==> config.mk <==
export PLATFORM = sky130hd
export DESIGN_NAME = i2c_wait_irq_arbitration
export DESIGN_NICKNAME = d
export VERILOG_FILES = /design/src/include/i2c_ctrl_pkg.sv /design/src/logic/i2c_wait_irq_arbitration.sv
export SDC_FILE = /design/constraint.sdc
export NUM_CORES = 1
export LEC_CHECK = 0
export BUFFER_PORTS_ARGS = -buffer_cell sky130_fd_sc_hd__buf_2
export CAP_MARGIN = 0
export CORE_MARGIN = 2
export CORE_UTILIZATION = 31
export CTS_BUF_LIST = sky130_fd_sc_hd__clkbuf_8 sky130_fd_sc_hd__clkbuf_16
export CTS_CLUSTER_SIZE = 12
export DETAILED_ROUTE_END_ITERATION = 10
export GPL_ROUTABILITY_DRIVEN = 0
export GPL_TIMING_DRIVEN = 0
export PLACE_DENSITY = 0.6
export SLEW_MARGIN = 20
export SYNTH_ARGS = -nofsm -noshare
export SYNTH_HDL_FRONTEND = slang
export SYNTH_SLANG_ARGS = --single-unit
==> constraint.sdc <==
create_clock -name aclk -period 3.25 [get_ports aclk]
set_input_delay 0.325 -clock aclk [delete_from_list [all_inputs] [get_ports aclk]]
set_output_delay 0.325 -clock aclk [all_outputs]
set_load 0.02 [all_outputs]
==> src/include/i2c_ctrl_pkg.sv <==
// Purpose: Shared constants and types of the two-wire bus control core.
// Assumes: 100 MHz system clock, AXI4-Lite register access with 32-bit data.
// Notes:   Registers hold 8 bits in the low byte of each word.
package i2c_ctrl_pkg;

   localparam int ADDR_W = 5;

   // Register byte addresses
   localparam logic [ADDR_W-1:0] CTRL_OFS  = 5'h00;
   localparam logic [ADDR_W-1:0] STAT_OFS  = 5'h04;
   localparam logic [ADDR_W-1:0] SHIFT_OFS = 5'h08;
   localparam logic [ADDR_W-1:0] OWN_OFS   = 5'h0c;
   localparam logic [ADDR_W-1:0] EXT_OFS   = 5'h10;

   // Control register fields
   localparam int CTRL_ENABLE_BIT       = 7;
   localparam int CTRL_BUS_RELEASE_BIT  = 6;
   localparam int CTRL_WAIT_RELEASE_BIT = 5;
   localparam int CTRL_STOP_IRQ_EN_BIT  = 4;
   localparam int CTRL_WAIT_TIMING_BIT  = 3;
   localparam int CTRL_AUTO_ACK_BIT     = 2;
   localparam int CTRL_START_BIT        = 1;
   localparam int CTRL_STOP_BIT         = 0;

   // Status register fields
   localparam int STAT_MASTER_BIT   = 7;
   localparam int STAT_ARB_LOST_BIT = 6;
   localparam int STAT_EXT_BIT      = 5;
   localparam int STAT_MATCH_BIT    = 4;
   localparam int STAT_TX_BIT       = 3;
   localparam int STAT_ACK_BIT      = 2;
   localparam int STAT_START_BIT    = 1;
   localparam int STAT_STOP_BIT     = 0;

   // Reset values
   localparam logic [7:0] CTRL_RESET  = 8'h00;
   localparam logic [7:0] OWN_RESET   = 8'h00;
   localparam logic [7:0] SHIFT_RESET = 8'h00;

   // Serial clock numbering within a byte
   localparam logic [3:0] CLK_EIGHTH = 4'h8;
   localparam logic [3:0] CLK_NINTH  = 4'h9;

   // Extension code classes
   localparam logic [2:0] EXT_NONE     = 3'h0;
   localparam logic [2:0] EXT_GEN_CALL = 3'h1;
   localparam logic [2:0] EXT_START_BY = 3'h2;
   localparam logic [2:0] EXT_OTHER_BF = 3'h3;
   localparam logic [2:0] EXT_RESERVED = 3'h4;
   localparam logic [2:0] EXT_TEN_BIT  = 3'h5;
   localparam logic [2:0] EXT_UNKNOWN  = 3'h6;

   // Timing
   localparam int CLK_PERIOD_NS = 10;
   localparam int SCL_HALF_NS   = 5000;
   localparam int SCL_HALF_CYC  = (SCL_HALF_NS + CLK_PERIOD_NS - 1) / CLK_PERIOD_NS;

   // AXI responses
   localparam logic [1:0] RESP_OKAY   = 2'h0;
   localparam logic [1:0] RESP_SLVERR = 2'h2;

   typedef enum logic [3:0] {M_IDLE, M_START, M_LOW, M_HIGH, M_RS1, M_RS2, M_SP1, M_SP2, M_SP3} master_state_t;

endpackage

==> src/logic/i2c_wait_irq_arbitration.sv <==
// Purpose: Two-wire bus controller core: interrupt and wait timing, address match,
//          extension codes, transmit readback and multi-master arbitration.
// Assumes: Bus lines are open drain with pull-ups; scl_i and sda_i are asynchronous.
// Notes:   Control bits and status flags sit in the low byte of each register word.
// Overview of operation
// - Data phases interrupt and wait at 8th fall, or 9th when wait timing set.
// - Master address byte always interrupts and waits at the 9th fall.
// - Slave own-address match forces acknowledge, then interrupt and wait at 9th fall.
// - Slave receiving an extension code interrupts at the 8th fall.
// - Mismatch after repeated start interrupts at 9th fall without a wait.
// - Mismatch that is no extension code gives no wait, and no interrupt unless it follows a repeated start.
// - Interrupts and wait starts follow a serial clock falling edge, save the stop interrupt and the wait at the end of a master start.
// - Writing wait_release (control bit 5) ends a pending wait.
// - Any shift register write ends a pending wait.
// - As master, start or stop request also ends a pending wait.
// - With 8-clock wait, acknowledge level is auto_ack_enable at release time.
// - Stop detection interrupts only when stop_irq_enable is set.
// - Transmitted bits are read back from the data line into the shift register.
// - Upper nibble 0000 or 1111 sets extension flag, interrupts at 8th fall.
// - Ten-bit prefix: nibble match sets extension, seven-bit match sets address match.
// - Extension flag is status bit 5, address match flag status bit 4.
// - bus_release_request drops slave role, releases lines, waits for next frame.
// - Extension codes are classified: call, start byte, other bus, reserved, ten-bit.
// - Master compares each sent bit; on loss flags it and releases both lines.
// - After loss, interrupt at 8th or 9th fall, or at stop when enabled.
// - A wait holds the serial clock line low until released.
// - Start condition sets start flag, status bit 1.
// - Stop condition sets stop flag, status bit 0.
//
// Added by the designer: the AXI4-Lite interface to the registers and the address map.
`timescale 1ns/1ps
module i2c_wait_irq_arbitration
   import i2c_ctrl_pkg::*;
(
   // Clock and reset
   input  logic              aclk,
   input  logic              aresetn,
   // AXI4-Lite write
   input  logic [ADDR_W-1:0] awaddr,
   input  logic              awvalid,
   output logic              awready,
   input  logic [31:0]       wdata,
   input  logic [3:0]        wstrb,
   input  logic              wvalid,
   output logic              wready,
   output logic [1:0]        bresp,
   output logic              bvalid,
   input  logic              bready,
   // AXI4-Lite read
   input  logic [ADDR_W-1:0] araddr,
   input  logic              arvalid,
   output logic              arready,
   output logic [31:0]       rdata,
   output logic [1:0]        rresp,
   output logic              rvalid,
   input  logic              rready,
   // Two-wire bus
   input  logic              scl_i,
   output logic              scl_o,
   output logic              scl_oe,
   input  logic              sda_i,
   output logic              sda_o,
   output logic              sda_oe,
   // Event
   output logic              bus_interrupt
);

   // Line synchronisers and edge history
   logic scl_meta_q, scl_q, scl_prev_q;
   logic sda_meta_q, sda_q, sda_prev_q;

   always_ff @(posedge aclk) begin
      if (!aresetn) begin
         scl_meta_q <= 1'b1;
         scl_q      <= 1'b1;
         scl_prev_q <= 1'b1;
         sda_meta_q <= 1'b1;
         sda_q      <= 1'b1;
         sda_prev_q <= 1'b1;
      end else begin
         scl_meta_q <= scl_i;
         scl_q      <= scl_meta_q;
         scl_prev_q <= scl_q;
         sda_meta_q <= sda_i;
         sda_q      <= sda_meta_q;
         sda_prev_q <= sda_q;
      end
   end

   wire scl_rise  = scl_q & ~scl_prev_q;
   wire scl_fall  = ~scl_q & scl_prev_q;
   wire start_det = scl_q & scl_prev_q & sda_prev_q & ~sda_q;
   wire stop_det  = scl_q & scl_prev_q & ~sda_prev_q & sda_q;

   // AXI4-Lite slave
   logic              aw_have_q, w_have_q, bvalid_q, rvalid_q, wstrb0_q;
   logic [ADDR_W-1:0] aw_addr_q;
   logic [7:0]        wdat_q;
   logic [1:0]        bresp_q, rresp_q;
   logic [31:0]       rdata_q;

   assign awready = ~aw_have_q & ~bvalid_q;
   assign wready  = ~w_have_q & ~bvalid_q;
   assign arready = ~rvalid_q;
   assign bvalid  = bvalid_q;
   assign bresp   = bresp_q;
   assign rvalid  = rvalid_q;
   assign rresp   = rresp_q;
   assign rdata   = rdata_q;

   wire wr_fire  = aw_have_q & w_have_q & ~bvalid_q;
   wire wr_hit   = aw_addr_q inside {CTRL_OFS, STAT_OFS, SHIFT_OFS, OWN_OFS, EXT_OFS};
   wire wr_en    = wr_fire & wstrb0_q;
   wire wr_ctrl  = wr_en & (aw_addr_q == CTRL_OFS);
   wire wr_stat  = wr_en & (aw_addr_q == STAT_OFS);
   wire wr_shift = wr_en & (aw_addr_q == SHIFT_OFS);
   wire wr_own   = wr_en & (aw_addr_q == OWN_OFS);
   wire rd_fire  = arvalid & ~rvalid_q;
   wire rd_hit   = araddr inside {CTRL_OFS, STAT_OFS, SHIFT_OFS, OWN_OFS, EXT_OFS};

   always_ff @(posedge aclk) begin
      if (!aresetn) begin
         aw_have_q <= 1'b0;
         w_have_q  <= 1'b0;
         aw_addr_q <= '0;
         wdat_q    <= 8'h00;
         wstrb0_q  <= 1'b0;
         bvalid_q  <= 1'b0;
         bresp_q   <= RESP_OKAY;
      end else begin
         if (awvalid && awready) begin
            aw_have_q <= 1'b1;
            aw_addr_q <= awaddr;
         end
         if (wvalid && wready) begin
            w_have_q <= 1'b1;
            wdat_q   <= wdata[7:0];
            wstrb0_q <= wstrb[0];
         end
         if (wr_fire) begin
            aw_have_q <= 1'b0;
            w_have_q  <= 1'b0;
            bvalid_q  <= 1'b1;
            bresp_q   <= wr_hit ? RESP_OKAY : RESP_SLVERR;
         end else if (bvalid_q && bready) begin
            bvalid_q <= 1'b0;
         end
      end
   end

   // Control strobes; the request bits act once and read back as zero
   wire rel_req  = wr_ctrl & wdat_q[CTRL_WAIT_RELEASE_BIT];
   wire sta_req  = wr_ctrl & wdat_q[CTRL_START_BIT];
   wire sto_req  = wr_ctrl & wdat_q[CTRL_STOP_BIT];
   wire lrel_req = wr_ctrl & wdat_q[CTRL_BUS_RELEASE_BIT];

   logic       en_q, spie_q, wts_q, acke_q;
   logic [7:0] own_q;

   always_ff @(posedge aclk) begin
      if (!aresetn) begin
         en_q   <= CTRL_RESET[CTRL_ENABLE_BIT];
         spie_q <= CTRL_RESET[CTRL_STOP_IRQ_EN_BIT];
         wts_q  <= CTRL_RESET[CTRL_WAIT_TIMING_BIT];
         acke_q <= CTRL_RESET[CTRL_AUTO_ACK_BIT];
         own_q  <= OWN_RESET;
      end else begin
         if (wr_ctrl) begin
            en_q   <= wdat_q[CTRL_ENABLE_BIT];
            spie_q <= wdat_q[CTRL_STOP_IRQ_EN_BIT];
            wts_q  <= wdat_q[CTRL_WAIT_TIMING_BIT];
            acke_q <= wdat_q[CTRL_AUTO_ACK_BIT];
         end
         if (wr_own) begin
            own_q <= wdat_q;
         end
      end
   end

   // Bus-side state
   logic          busy_q, addr_phase_q, restart_q, master_q, selected_q, tx_q;
   logic          wait_q, sda_low_q, ack_rx_q, irq_q, al_pend_q;
   logic          exc_q, coi_q, al_q, std_q, spd_q;
   logic [3:0]    bitn_q;
   logic [7:0]    shift_q;
   logic [2:0]    ext_class_q;
   logic [9:0]    timer_q;
   master_state_t m_state_q;

   // Address decode of the received byte
   wire ext_code  = (shift_q[7:4] == 4'h0) | (shift_q[7:4] == 4'hf);
   wire own_match = shift_q[7:1] == own_q[7:1];
   wire [2:0] ext_class = (shift_q[7:1] == 7'h00) ? (shift_q[0] ? EXT_START_BY : EXT_GEN_CALL) :
                          (shift_q[7:1] == 7'h01) ? EXT_OTHER_BF :
                          (shift_q[7:1] == 7'h02) ? EXT_RESERVED :
                          (shift_q[7:3] == 5'h1e) ? EXT_TEN_BIT : EXT_UNKNOWN;

   wire fall8       = scl_fall & (bitn_q == CLK_EIGHTH);
   wire fall9       = scl_fall & (bitn_q == CLK_NINTH);
   wire slv_listen  = en_q & ~master_q & addr_phase_q;
   wire ext_hit     = slv_listen & fall8 & ext_code;
   wire match_hit   = slv_listen & fall8 & own_match;
   wire data_active = ~addr_phase_q & (master_q | selected_q);
   wire tx_active   = (addr_phase_q & master_q) | (data_active & tx_q);

   // Interrupt and wait points, all taken on a serial clock falling edge except stop_irq, taken on stop detection
   wire irq8  = ext_hit | ((data_active | al_pend_q) & fall8 & ~wts_q);
   wire wait8 = ext_hit | (data_active & fall8 & ~wts_q);
   wire nine_addr = slv_listen & ~exc_q & (selected_q | restart_q);
   wire irq9  = fall9 & ((addr_phase_q & master_q) | nine_addr | ((data_active | al_pend_q) & wts_q));
   wire wait9 = fall9 & ((addr_phase_q & master_q) | (slv_listen & ~exc_q & selected_q) | (data_active & wts_q));
   wire stop_irq = stop_det & spie_q;
   wire irq_d = en_q & (irq8 | irq9 | stop_irq);

   // Master sequencer timing
   wire m_done   = timer_q == 10'(SCL_HALF_CYC - 1);
   wire m_ctl    = m_state_q inside {M_START, M_RS1, M_RS2, M_SP1, M_SP2, M_SP3};
   wire m_sda    = m_state_q inside {M_START, M_SP1, M_SP2};
   wire m_scl    = master_q & (m_state_q inside {M_LOW, M_RS1, M_SP1});
   wire m_wait_h = m_state_q inside {M_HIGH, M_RS2, M_SP2};
   wire start_go = sta_req & en_q & ~busy_q & (m_state_q == M_IDLE);
   wire lose     = master_q & (m_state_q == M_HIGH) & scl_q & ~sda_low_q & ~sda_q & tx_active &
                   (bitn_q != 4'h0) & (bitn_q <= CLK_EIGHTH);
   wire wait_rel = rel_req | wr_shift | lrel_req | (master_q & (sta_req | sto_req));

   // Level wanted on the data line for the current clock slot
   logic sda_want;
   always_comb begin
      sda_want = 1'b0;
      if (bitn_q < CLK_EIGHTH) begin
         sda_want = tx_active & ~shift_q[7];
      end else if (bitn_q == CLK_EIGHTH) begin
         if (addr_phase_q) begin
            sda_want = ~master_q & (selected_q | (exc_q & acke_q));
         end else begin
            sda_want = data_active & ~tx_q & acke_q;
         end
      end
   end

   always_ff @(posedge aclk) begin
      if (!aresetn) begin
         busy_q       <= 1'b0;
         addr_phase_q <= 1'b0;
         restart_q    <= 1'b0;
         bitn_q       <= 4'h0;
         selected_q   <= 1'b0;
         tx_q         <= 1'b0;
         wait_q       <= 1'b0;
         sda_low_q    <= 1'b0;
         ack_rx_q     <= 1'b0;
         irq_q        <= 1'b0;
         shift_q      <= SHIFT_RESET;
         ext_class_q  <= EXT_NONE;
      end else begin
         irq_q <= irq_d;
         if (start_det) begin
            busy_q       <= 1'b1;
            restart_q    <= busy_q;
            addr_phase_q <= 1'b1;
            bitn_q       <= 4'h0;
            selected_q   <= 1'b0;
         end else if (stop_det) begin
            busy_q       <= 1'b0;
            addr_phase_q <= 1'b0;
            selected_q   <= 1'b0;
         end else if (fall9) begin
            bitn_q       <= 4'h0;
            addr_phase_q <= 1'b0;
            if (addr_phase_q) begin
               tx_q <= master_q ? ~shift_q[0] : shift_q[0];
            end
         end else if (scl_rise && bitn_q < CLK_NINTH) begin
            bitn_q <= bitn_q + 4'h1;
         end
         if (match_hit) begin
            selected_q <= 1'b1;
         end
         if (lrel_req || !en_q) begin
            selected_q <= 1'b0;
         end
         // Class describes the frame in progress, so a new start clears it
         if (start_det) begin
            ext_class_q <= EXT_NONE;
         end else if (ext_hit) begin
            ext_class_q <= ext_class;
         end
         if (start_go) begin
            tx_q <= 1'b1;
         end
         if (wr_shift) begin
            shift_q <= wdat_q;
         end else if (scl_rise && bitn_q < CLK_EIGHTH && busy_q) begin
            shift_q <= {shift_q[6:0], sda_q};
         end
         if (scl_rise && bitn_q == CLK_EIGHTH) begin
            ack_rx_q <= ~sda_q;
         end
         if (!en_q) begin
            wait_q <= 1'b0;
         end else if (wait8 || wait9 || (m_state_q == M_START && m_done)) begin
            wait_q <= 1'b1;
         end else if (wait_rel) begin
            wait_q <= 1'b0;
         end
         // Data line changes only while the clock is low, so no false start or stop
         if (!en_q || lose || lrel_req) begin
            sda_low_q <= 1'b0;
         end else if (!scl_q) begin
            sda_low_q <= sda_want;
         end
      end
   end

   // Master sequencer: start, clocking with stretch tolerance, repeated start, stop
   always_ff @(posedge aclk) begin
      if (!aresetn) begin
         m_state_q <= M_IDLE;
         timer_q   <= 10'h000;
         master_q  <= 1'b0;
      end else if (!en_q || lose || lrel_req) begin
         m_state_q <= M_IDLE;
         timer_q   <= 10'h000;
         master_q  <= 1'b0;
      end else begin
         timer_q <= (m_done || (m_wait_h && !scl_q)) ? 10'h000 : timer_q + 10'h001;
         case (m_state_q)
            M_IDLE: begin
               timer_q <= 10'h000;
               if (start_go) begin
                  m_state_q <= M_START;
                  master_q  <= 1'b1;
               end
            end
            M_START: if (m_done) m_state_q <= M_LOW;
            M_LOW: begin
               if (wait_q) begin
                  timer_q <= 10'h000;
                  if (sta_req) begin
                     m_state_q <= M_RS1;
                  end else if (sto_req) begin
                     m_state_q <= M_SP1;
                  end
               end else if (m_done) begin
                  m_state_q <= M_HIGH;
               end
            end
            M_HIGH: if (m_done) m_state_q <= M_LOW;
            M_RS1:  if (m_done) m_state_q <= M_RS2;
            M_RS2:  if (m_done) m_state_q <= M_START;
            M_SP1:  if (m_done) m_state_q <= M_SP2;
            M_SP2:  if (m_done) m_state_q <= M_SP3;
            M_SP3: begin
               if (m_done) begin
                  m_state_q <= M_IDLE;
                  master_q  <= 1'b0;
               end
            end
            default: m_state_q <= M_IDLE;
         endcase
      end
   end

   // Sticky flags; a hardware set wins over a clear in the same cycle
   wire [7:0] clr = wr_stat ? wdat_q : 8'h00;

   always_ff @(posedge aclk) begin
      if (!aresetn) begin
         exc_q     <= 1'b0;
         coi_q     <= 1'b0;
         al_q      <= 1'b0;
         al_pend_q <= 1'b0;
         std_q     <= 1'b0;
         spd_q     <= 1'b0;
      end else begin
         exc_q <= ext_hit | (exc_q & ~clr[STAT_EXT_BIT] & ~start_det & ~stop_det);
         coi_q <= match_hit | (coi_q & ~clr[STAT_MATCH_BIT] & ~start_det & ~stop_det);
         al_q  <= lose | (al_q & ~clr[STAT_ARB_LOST_BIT] & en_q);
         al_pend_q <= lose | (al_pend_q & ~irq_d & ~stop_det);
         std_q <= start_det | (std_q & ~clr[STAT_START_BIT]);
         spd_q <= stop_det | (spd_q & ~clr[STAT_STOP_BIT] & ~start_det);
      end
   end

   wire [7:0] status = {master_q, al_q, exc_q, coi_q, tx_q, ack_rx_q, std_q, spd_q};
   wire [7:0] ctrl   = {en_q, 2'h0, spie_q, wts_q, acke_q, 2'h0};
   wire [7:0] rd_byte = (araddr == CTRL_OFS)  ? ctrl :
                        (araddr == STAT_OFS)  ? status :
                        (araddr == SHIFT_OFS) ? shift_q :
                        (araddr == OWN_OFS)   ? own_q :
                        (araddr == EXT_OFS)   ? {5'h00, ext_class_q} : 8'h00;

   always_ff @(posedge aclk) begin
      if (!aresetn) begin
         rvalid_q <= 1'b0;
         rdata_q  <= 32'h0000_0000;
         rresp_q  <= RESP_OKAY;
      end else if (rd_fire) begin
         rvalid_q <= 1'b1;
         rdata_q  <= {24'h00_0000, rd_byte};
         rresp_q  <= rd_hit ? RESP_OKAY : RESP_SLVERR;
      end else if (rvalid_q && rready) begin
         rvalid_q <= 1'b0;
      end
   end

   // Open-drain drive: a wait or the master low phase pulls the clock down
   assign scl_o         = 1'b0;
   assign sda_o         = 1'b0;
   assign scl_oe        = m_scl | wait_q;
   assign sda_oe        = (master_q && m_ctl) ? m_sda : sda_low_q;
   assign bus_interrupt = irq_q;
endmodule
==> out/metrics.yaml <==
yosys:
  yosysSeqAreaShare_pct: 38.4
  yosysWarnings: 0
  synth_area_per_cell_sq_um: 8.86
  synth_edf_count: 0
  synthFlopType: "dfxtp_1"
  asyncSetResetFlopFracSynth_pct: 0
  syn_area_sq_um: 4740
  synth-seq-cells: 91
  synthCells: 535
  synth_cell_types: 72
floorplan:
  initial_utilization_pct: 31.4
  core_sq_um: 15100
  die-area_sq_um: 16300
  io-pin-count: 101
  die_h_um: 128
  rows: 45
  die_w_um: 128
global_routing:
  grt_first_pass_wirelength_um: 19000
  antenna_found_initial: 0
  track_usage_pct: 14.9
  grt_max_degree: 17
  grt_pass1_vias: 3710
  grt-ovfl-total: 0
timing:
  post-route-min-period_ns: 2.09
  fmax_mhz: 478
  period_share_pct: 64.3
  hold_slack_ns: 0.161
  tightest_slew_ns: 0.743
  fin_skew_ns: 0.00818
  relSlewSlack_pct: 50.4
  setup_ws_ns: 1.16
  drv_slew: 0
  rsz0062_at_grt: "false"
  tns_ns: 0
  hold_viol: 0
  finalSetupViolCount: 0
worst_hold_path:
  min_path_type: "in -> reg"
power:
  leakage_uw: 0.00241
  p_comb_share_pct: 8.4
  power_density_nw_per_um2: 438
  p_seq_share_pct: 47.5
  clkPwrFrac_pct: 44.1
  p_int_uw: 1850
  p_sw_uw: 612
  ir_drop_mv: 0.323
  sw_frac_of_total_pct: 24.9
cts:
  ctsResizeCount: 0
  clk_latency_ns: 0.35
  cts_sinks: 91
  cts_root_buffer: "clkbuf_16"
  clk_transition_reported_paths_ns: 0.07
  cts_buffers: 9
  cts_tree: "built"
  h-tree-depth: 3
  holdBufCountCts: 0
  cts_setup_buffers: 0
  clockBufferDepth: 2
setup_path:
  slowest_delay_ns: 0.47
  crit_path_top_delay_cell: "or4_1"
  critical_path_class: "reg -> reg"
  cp_cell_sequence: "inv_1 -> ha_1 -> or2b_2 -> nor2_1 -> nand4_1 -> or4_1 -> a21boi_0"
  crit_family: "simple AND/OR/NAND/NOR gates"
  start_kind: "flip-flop"
  crit_buf_inv: 1
  critPathMaxFanout: 5
  end_kind: "flip-flop"
  crit_arrival_ns: 2.37
  worstPathRequired_ns: 3.53
status:
  status: "finished, final reports clean"
placement:
  dpl_worst_slack_ns: 1.20
  io_buffer_count: 45
  place_area_sq_um: 5300
  post-place-cells: 795
  dpl.hpwl_um: 9010
final_layout:
  drive_gt1_share_pct: 19.1
  layout.nets: 677
  n_antenna_cell: 0
  area_growth_pct: 18.4
  stdcell_count: 811
  finalInstanceArea_sq_um: 5610
detailed_routing:
  drt-initial-drc-count: 196
  drc: 0
  route.vias.total: 3954
  via_per_inst: 4.88
  ant_nets: 0
  drt-pass1-iter-count: 4
  wirelength_um: 11900
  wl_per_cell_um: 14.6
flow_run:
  max_cap_violations: 0
area by class of cell:
cell class | count | area [sq um]
fill | 1528 | 9480
multi-input combinational | 402 | 2640
sequential | 91 | 1820
buffer | 52 | 318
clock buffer | 10 | 239
tap | 188 | 235
timing repair buffer | 45 | 225
clock inverter | 6 | 71.3
inverter | 17 | 63.8
per-layer routing:
metal / track usage (%) / share of wire [%] / vias up
met4: 4.91 / 1.6 / 0
li1: - / - / 1998
met1: 20.0 / 48 / 1817
met2: 23.7 / 44 / 124
met3: 3.34 / 5.8 / 15
met5: 0 / 0 / -
worst paths after layout:
path,start,depth (start not counted),end,slack [ns]
max reg2reg,bitn_q[0],7,coi_q,1.16
min reg2reg,sda_meta_q,1,sda_q,0.41
max,bitn_q[0],7,coi_q,1.16
min,scl_i,2,scl_meta_q,0.16
registers in the layout (all words and copies together), names as in the netlist, 3 cells and up:
name and count:
aw_addr_q 5, ext_class_q 3, m_state_q 4, timer_q 10
bitn_q 4, own_q 8, rdata 8, wdat_q 8
shift_q 8
through the flow:
step           utilization, %  power, uW
3_3_place_gp             35.1       1400
5_1_grt                  37.2       2560
3_5_place_dp             35.1       1400
6_report                 37.2       2460
4_1_cts                  37.2       2480
2_1_floorplan               -       1340
cells by family after synthesis:
family | count (synthesis) | synth area share [%]
AND/OR/NAND/NOR | 202 | 22.8
AO/OA/AOI/OAI | 115 | 17.9
flip-flops | 91 | 38.4
buffers and inverters | 69 | 8.05
multiplexers | 34 | 8.16
XOR/XNOR | 19 | 3.51
adder cells (fa/ha/maj) | 4 | 1.06
other | 1 | 0.0791
power groups by stage:
stage | sequential, uW | clock [uW] | combinational (uW)
finish | 1170 | 1080 | 207
global route | 1170 | 1160 | 228
CTS | 1170 | 1100 | 207
detailed placement | 1190 | 0 | 207
global placement | 1190 | 0 | 203
floorplan | 1190 | 0 | 150
synth_stat cells, types with 3 or more instances:
cell | number | area (sq um)
inv_1 | 17 | 63.8
and4_1 | 3 | 26.3
and3_1 | 3 | 18.8
nor2_1 | 41 | 154
a21oi_1 | 22 | 110
nand3_1 | 11 | 55.1
nor3_1 | 5 | 25.0
nand2b_1 | 13 | 81.3
o21ai_0 | 11 | 55.1
mux2i_1 | 27 | 270
o211ai_1 | 3 | 22.5
and3b_1 | 3 | 26.3
xor2_1 | 12 | 105
o31ai_1 | 3 | 22.5
ha_1 | 4 | 50.1
o21a_1 | 5 | 37.5
a31oi_1 | 5 | 31.3
nor3b_1 | 3 | 22.5
mux2_2 | 4 | 45.0
xnor2_1 | 7 | 61.3
nand2_1 | 55 | 206
nor4_1 | 3 | 18.8
buf_4 | 28 | 210
a22o_1 | 3 | 26.3
and2_1 | 8 | 50.1
buf_2 | 7 | 35.0
nand4_1 | 5 | 31.3
clkbuf_1 | 13 | 48.8
a22oi_1 | 12 | 90.1
nand3b_1 | 3 | 22.5
a21boi_0 | 16 | 120
o211a_1 | 10 | 100
dfxtp_1 | 91 | 1820
nor2b_1 | 29 | 181
cell usage in the layout (no fill, tap or decap), drive strengths merged, types with 18 or more instances in the layout:
cell type  count
a21boi        18
nor2          41
a21oi         22
conb          28
inv           19
nor2b         29
nand2         55
buf           83
mux2i         27
clkbuf        24
dfxtp         91
No activity file was read; power rests on OpenSTA's default activity.
